$ cat config.mk
export PLATFORM = sky130hd
export DESIGN_NAME = plac_ctrl
export DESIGN_NICKNAME = d
export VERILOG_FILES = /design/src/plac_pkg.sv /design/src/plac_lock_detect.sv /design/src/plac_ctrl.sv
export SDC_FILE = /design/constraint.sdc
export NUM_CORES = 1
export LEC_CHECK = 0
export BUFFER_PORTS_ARGS = -buffer_cell sky130_fd_sc_hd__buf_2
export CAP_MARGIN = 40
export CORE_ASPECT_RATIO = 1.1
export CORE_MARGIN = 2
export CORE_UTILIZATION = 60
export DETAILED_ROUTE_END_ITERATION = 7
export PLACE_DENSITY = 0.78
export SLEW_MARGIN = 15
export SYNTH_ARGS = -nofsm -noshare
export SYNTH_HDL_FRONTEND = slang
export SYNTH_SLANG_ARGS = --single-unit
$ cat constraint.sdc
create_clock -name mclk -period 3.5 [get_ports mclk]
set_clock_uncertainty 0.2 [all_clocks]
set_input_delay 0.35 -clock mclk [delete_from_list [all_inputs] [get_ports mclk]]
set_output_delay 0.35 -clock mclk [all_outputs]
set_load 0.01 [all_outputs]
$ cat src/plac_pkg.sv
package plac_pkg;

  // timing: one two-way sweep takes the free-run period divided by the sweep count
  localparam int unsigned SWEEP_LIMIT     = 8;
  localparam int unsigned FREERUN_SWEEPS  = 8;
  localparam int unsigned FREERUN_MS      = 10000;
  localparam int unsigned CLK_MHZ         = 200;
  localparam longint unsigned SWEEP_CYCLES =
    (longint'(FREERUN_MS) * 1000 * CLK_MHZ) / FREERUN_SWEEPS;
  localparam int unsigned CNT_W           = 32;
  localparam int unsigned SWEEP_W         = 4;
  localparam logic [SWEEP_W-1:0] SWEEP_LAST = 4'(SWEEP_LIMIT - 1);
  localparam int unsigned LOCK_SAMPLES    = 4;

  typedef enum logic [1:0] {
    PLAC_SEL_AUTO,
    PLAC_SEL_FREERUN,
    PLAC_SEL_SEARCH
  } plac_sel_t;

  typedef enum {
    PLAC_ST_SWEEP,
    PLAC_ST_LOCKED,
    PLAC_ST_FREERUN
  } plac_state_t;

  typedef struct packed {
    logic sweepEn;
    logic loopOpen;
    logic biasSel;
    logic lockOk;
  } plac_loop_ctl_t;

endpackage : plac_pkg

$ cat src/plac_lock_detect.sv
`timescale 1ns/1ps
// lock qualifier: detector reports zero phase for several consecutive samples
module plac_lock_detect
  import plac_pkg::*;
(
  input  wire logic mclk,
  input  wire logic sys_rst,
  input  wire logic zeroPhase,
  output logic      lockDet
);

  logic [1:0] syncFf;
  logic [2:0] runFf;
  wire        phaseOk = syncFf[1];
  wire        runDone = (runFf == 3'(LOCK_SAMPLES - 1));

  always_ff @(posedge mclk) begin
    if (sys_rst) begin
      syncFf <= 2'h0;
      runFf  <= 3'h0;
      lockDet <= 1'b0;
    end else begin
      syncFf <= {syncFf[0], zeroPhase};
      if (!phaseOk) begin
        runFf   <= 3'h0;
        lockDet <= 1'b0;
      end else if (runDone) begin
        lockDet <= 1'b1;
      end else begin
        runFf <= runFf + 3'h1;
      end
    end
  end
endmodule : plac_lock_detect

$ cat src/plac_ctrl.sv
`timescale 1ns/1ps
// What this block does
// - sweep while searching, drop it on lock
// - at most eight two-way sweeps per attempt
// - then open loop, bias, eight sweep periods
// - partner free-run flag holds loop open
// - otherwise alternate sweep and free-run forever
// - panel selector overrides partner command
// - lock shown on a status output
// - lock means zero phase at detector
module plac_ctrl
  import plac_pkg::*;
#(
  parameter longint unsigned SWEEP_PERIOD = SWEEP_CYCLES
)(
  input  wire logic      mclk,
  input  wire logic      sys_rst,
  input  wire logic      zeroPhase,
  input  wire logic      freeRunCmd,
  input  wire plac_sel_t panelSel,
  output logic           sweepEn,
  output logic           loopOpen,
  output logic           biasSel,
  output logic           lockOk,
  output logic           sweepDir
);

  plac_state_t    stateFf;
  plac_state_t    nxt_state;
  logic [CNT_W-1:0]   halfCntFf;
  logic               dirFf;
  logic [SWEEP_W-1:0] sweepCntFf;
  logic [1:0]         cmdSyncFf;
  logic [1:0]         selSyncA;
  logic [1:0]         selSyncB;
  plac_loop_ctl_t     ctlFf;
  plac_loop_ctl_t     nxt_ctl;
  logic               lockDet;

  plac_lock_detect u_lock (
    .mclk      (mclk),
    .sys_rst   (sys_rst),
    .zeroPhase (zeroPhase),
    .lockDet   (lockDet)
  );

  // half-period boundaries; a full two-way sweep ends after the down half
  localparam logic [CNT_W-1:0] HALF_LAST = CNT_W'(SWEEP_PERIOD / 2 - 1);
  wire        halfEnd    = (halfCntFf == HALF_LAST);
  wire        sweepEnd   = halfEnd && dirFf;
  wire        groupEnd   = sweepEnd && (sweepCntFf == SWEEP_LAST);
  wire        cmdFree    = cmdSyncFf[1];
  plac_sel_t  selNow;
  assign selNow = plac_sel_t'(selSyncB);
  wire        forceFree  = (selNow == PLAC_SEL_FREERUN);
  wire        forceSrch  = (selNow == PLAC_SEL_SEARCH);
  // panel wins over partner command
  wire        holdOpen   = forceFree || (!forceSrch && cmdFree);

  always_comb begin
    nxt_state = stateFf;
    case (stateFf)
      PLAC_ST_SWEEP: begin
        if (forceFree)
          nxt_state = PLAC_ST_FREERUN;
        else if (lockDet)
          nxt_state = PLAC_ST_LOCKED;
        else if (groupEnd)
          nxt_state = PLAC_ST_FREERUN;
      end
      PLAC_ST_LOCKED: begin
        if (forceFree)
          nxt_state = PLAC_ST_FREERUN;
        else if (!lockDet)
          nxt_state = PLAC_ST_SWEEP;
      end
      PLAC_ST_FREERUN: begin
        if (!holdOpen && (forceSrch || groupEnd))
          nxt_state = PLAC_ST_SWEEP;
      end
      default: nxt_state = PLAC_ST_SWEEP;
    endcase
  end

  always_comb begin
    nxt_ctl.sweepEn  = (nxt_state == PLAC_ST_SWEEP);
    nxt_ctl.loopOpen = (nxt_state == PLAC_ST_FREERUN);
    nxt_ctl.biasSel  = (nxt_state == PLAC_ST_FREERUN);
    nxt_ctl.lockOk   = lockDet;
  end

  wire stateChg = (nxt_state != stateFf);

  always_ff @(posedge mclk) begin
    if (sys_rst) begin
      stateFf    <= PLAC_ST_SWEEP;
      halfCntFf  <= '0;
      dirFf      <= 1'b0;
      sweepCntFf <= '0;
      cmdSyncFf  <= 2'h0;
      selSyncA   <= 2'h0;
      selSyncB   <= 2'h0;
      ctlFf      <= '{sweepEn: 1'b1, default: 1'b0};
    end else begin
      cmdSyncFf <= {cmdSyncFf[0], freeRunCmd};
      selSyncA  <= panelSel;
      selSyncB  <= selSyncA;
      stateFf   <= nxt_state;
      ctlFf     <= nxt_ctl;
      // same timebase paces sweeps and free-run so both periods match
      if (stateChg || halfEnd)
        halfCntFf <= '0;
      else
        halfCntFf <= halfCntFf + 1'b1;
      if (stateChg)
        dirFf <= 1'b0;
      else if (halfEnd)
        dirFf <= ~dirFf;
      // a held free-run parks on its last sweep, so release resumes within one sweep
      if (stateChg)
        sweepCntFf <= '0;
      else if (sweepEnd && !(groupEnd && stateFf == PLAC_ST_FREERUN))
        sweepCntFf <= sweepCntFf + 1'b1;
    end
  end

  assign sweepEn  = ctlFf.sweepEn;
  assign loopOpen = ctlFf.loopOpen;
  assign biasSel  = ctlFf.biasSel;
  assign lockOk   = ctlFf.lockOk;
  assign sweepDir = dirFf;
endmodule : plac_ctrl

==> impl_metrics.json <==
{
  "outcome": "finished, final reports clean",
  "synth_warnings": 0,
  "ys_types": 38,
  "dpl_cell_area_um2": 3161,
  "tightestPinTransition_ns": 0.8215,
  "swShare_pct": 23.72,
  "wl_met1_um": 2111,
  "core_area_um2": 4684,
  "slew_viol_final": 0,
  "grt_pass1_wl_um": 8431,
  "routed_wl_um": 4721,
  "cts_buffers": 9,
  "drive_gt1_share_pct": 9.038,
  "internal_power_mw": 1.268,
  "crit_path_end_kind": "register",
  "hold_buffers": 0,
  "syn_area_um2": 2954,
  "pwr-share-seq_pct": 59.3,
  "cts_resized": 0,
  "relSlewSlack_pct": 44.81,
  "critPathRequiredTime_ns": 3.53,
  "setup_viol": 0,
  "top_layer": "met4",
  "grt_pass1_vias": 2037,
  "antenna_found_initial": 0,
  "drtIter0Drc": 154,
  "ys_seq_area_share_pct": 56.93,
  "rows": 26,
  "yosys_register_bits": 84,
  "numPortBuffers": 10,
  "synthCells": 292,
  "max_freq_mhz": 368.5,
  "power_density_nw_per_um2": 494.8,
  "fp.dieH_um": 77.59,
  "cp_slowest_cell": "or4_1",
  "routedWlPerCell_um": 11.83,
  "clock-sinks": 84,
  "pwr-share-clk_pct": 39.7,
  "p_total_mw": 1.662,
  "n_antenna_cell": 0,
  "maxCapViolCount": 0,
  "dpl.hpwl_um": 3302,
  "hold_class": "input pin to register",
  "start_kind": "register",
  "syn2layout_area_growth_pct": 13.68,
  "clk_pin_slew_ns": 0.09,
  "postRouteAntennaNets": 0,
  "switching_power_mw": 0.3942,
  "wl_met2_um": 2333,
  "min_period_over_period_pct": 77.53,
  "ir_drop_v": 0.0004013,
  "grt_start_max_net_pins": 28,
  "root_buffer": "clkbuf_8",
  "routabilityCongestion": 0.8046,
  "wl_met3_um": 167,
  "p_leak_nw": 1.242,
  "vias": 2024,
  "crit_type": "register to register",
  "die-area_um2": 5501,
  "num_io_pins": 11,
  "cts_tree": "built",
  "worst_hold_slack_ns": 0.01291,
  "postLayoutCellArea_um2": 3358,
  "final.setup.tns_ns": 0,
  "drt_first_pass_iters": 4,
  "combPwrFrac_pct": 1.1,
  "post-route-util_pct": 71.69,
  "post-route-drc-count": 0,
  "clock_latency_ns": 0.35,
  "start_util_pct": 63.06,
  "cp.arrival_ns": 2.74,
  "grt_usage_pct": 19.43,
  "avgSynthCellArea_um2": 10.12,
  "htree_num_levels": 3,
  "hold_viol_final": 0,
  "max_stage_delay_ns": 0.71,
  "worstPathMaxFanout": 10,
  "path_cells": "nor4_1 -> nand2_1 -> or4_1 -> o31a_1 -> o311ai_4 -> nor2_1",
  "clock_path_buffers": 2,
  "via_per_inst": 5.073,
  "post-cts-setup-buffers": 0,
  "rsz0062_at_grt": "no",
  "overflow": 0,
  "die_x_um": 70.90,
  "min_period_ns": 2.714,
  "fin_nets": 348
}
state kept, by name, indices dropped and copies added (netlist names):
name	cells
biasSel	1
cmdSyncFf	2
halfCntFf	32
lockOk	1
selNow	2
selSyncA	2
stateFf	32
sweepCntFf	4
sweepDir	1
sweepEn	1
u_lock.lockDet	1
u_lock.runFf	3
u_lock.syncFf	2
placed cells by master, fill, tap and decap left out, types with 2 or more instances in the layout:
master,instances
nand2b_1,3
nor2b_1,11
nand2_1,13
conb_1,30
inv_8,2
nor3_1,9
or2_2,2
nor4_1,11
ha_1,4
nand4_1,13
buf_2,10
xnor2_1,10
nor2_1,53
and3_1,4
a21oi_1,2
nand3_1,13
mux2i_1,2
dfxtp_1,84
o31a_1,2
xor2_1,25
clkbuf_8,9
inv_1,5
and4bb_1,2
o21ai_0,2
and4_1,2
or4_1,2
inv_6,3
cell families after synthesis:
| group | after synthesis | share of synthesized area [%] |
|---|---|---|
| multiplexers | 2 | 0.6777 |
| AND/OR/NAND/NOR | 143 | 24.82 |
| adder cells (fa/ha/maj) | 4 | 1.694 |
| flip-flops | 84 | 56.92 |
| other | 1 | 0.1269 |
| XOR/XNOR | 35 | 10.38 |
| buffers and inverters | 10 | 1.652 |
| AO/OA/AOI/OAI | 13 | 3.728 |
through the flow:
step	worst slack [ns]	cells
2_1_floorplan	1.091	321
3_3_place_gp	0.8773	383
3_5_place_dp	0.8280	383
4_1_cts	0.7658	399
5_1_grt	0.6274	399
6_report	0.7863	399
path summary, 6_finish.rpt:
path / from / end / slack (ns) / depth (start not counted)
min reg2reg: selSyncA[0] / selNow[0] / 0.25 / 1
max reg2reg: halfCntFf[27] / sweepCntFf[3] / 0.79 / 6
max: halfCntFf[27] / sweepCntFf[3] / 0.79 / 6
min: panelSel[0] / selSyncA[0] / 0.01 / 2
routing by layer:
layer / global-route usage, % / vias up
met2: 33.93 / 34
li1: - / 1057
met3: 5.844 / 12
met1: 21.00 / 921
met5: 0 / -
met4: 10.00 / 0
Yosys cell counts:
| master | n | area, um2 |
|---|---|---|
| dfxtp_1 | 84 | 1682 |
| nor2_1 | 53 | 198.9 |
| xor2_1 | 25 | 219.0 |
| nand2_1 | 13 | 48.80 |
| nand3_1 | 13 | 65.06 |
| nand4_1 | 13 | 81.33 |
| nor2b_1 | 11 | 68.82 |
| nor4_1 | 11 | 68.82 |
| xnor2_1 | 10 | 87.58 |
| nor3_1 | 9 | 45.04 |
| inv_1 | 5 | 18.77 |
| and3_1 | 4 | 25.02 |
| ha_1 | 4 | 50.05 |
| clkbuf_1 | 3 | 11.26 |
| nand2b_1 | 3 | 18.77 |
| a21oi_1 | 2 | 10.01 |
| and4_1 | 2 | 17.52 |
| and4bb_1 | 2 | 25.02 |
| mux2i_1 | 2 | 20.02 |
| o21ai_0 | 2 | 10.01 |
| o31a_1 | 2 | 17.52 |
| or2_2 | 2 | 12.51 |
| or4_1 | 2 | 15.01 |
| a21o_1 | 1 | 7.510 |
| a311oi_1 | 1 | 8.760 |
| buf_4 | 1 | 7.510 |
| buf_6 | 1 | 11.26 |
| conb_1 | 1 | 3.750 |
| nand3b_1 | 1 | 7.510 |
| nor3b_1 | 1 | 7.510 |
| nor4b_2 | 1 | 15.01 |
| o21a_1 | 1 | 7.510 |
| o22ai_1 | 1 | 6.260 |
| o311ai_4 | 1 | 26.28 |
| o31ai_1 | 1 | 7.510 |
| o41ai_1 | 1 | 8.760 |
| or2_0 | 1 | 6.260 |
| or3_1 | 1 | 6.260 |
power by group through the flow:
stage	sequential [mW]	combinational, mW	clock, mW
3_5_place_dp	1.01	0.0171	0
6_report	0.985	0.0178	0.659
4_1_cts	0.985	0.0172	0.677
3_3_place_gp	1.01	0.0165	0
5_1_grt	0.987	0.0212	0.712
2_1_floorplan	1.01	0.0125	0
area by class of cell:
class / count / area [um2]
repair buffers: 11 / 57.56
flip-flops and latches: 84 / 1682
clock buffers: 9 / 123.9
well taps: 56 / 70.07
fillers: 363 / 1326
clock inverters: 7 / 73.82
inverters: 5 / 18.77
multi-input cells: 227 / 1333
worst max-delay path, delay by kind of cell, from the launching register on:
kind               cells  cell delay (ns)
AOI/OAI and AO/OA      2             0.80
DFF                    1             0.35
and+or+nand+nor        4             1.24
No activity file was read; power rests on OpenSTA's default activity.
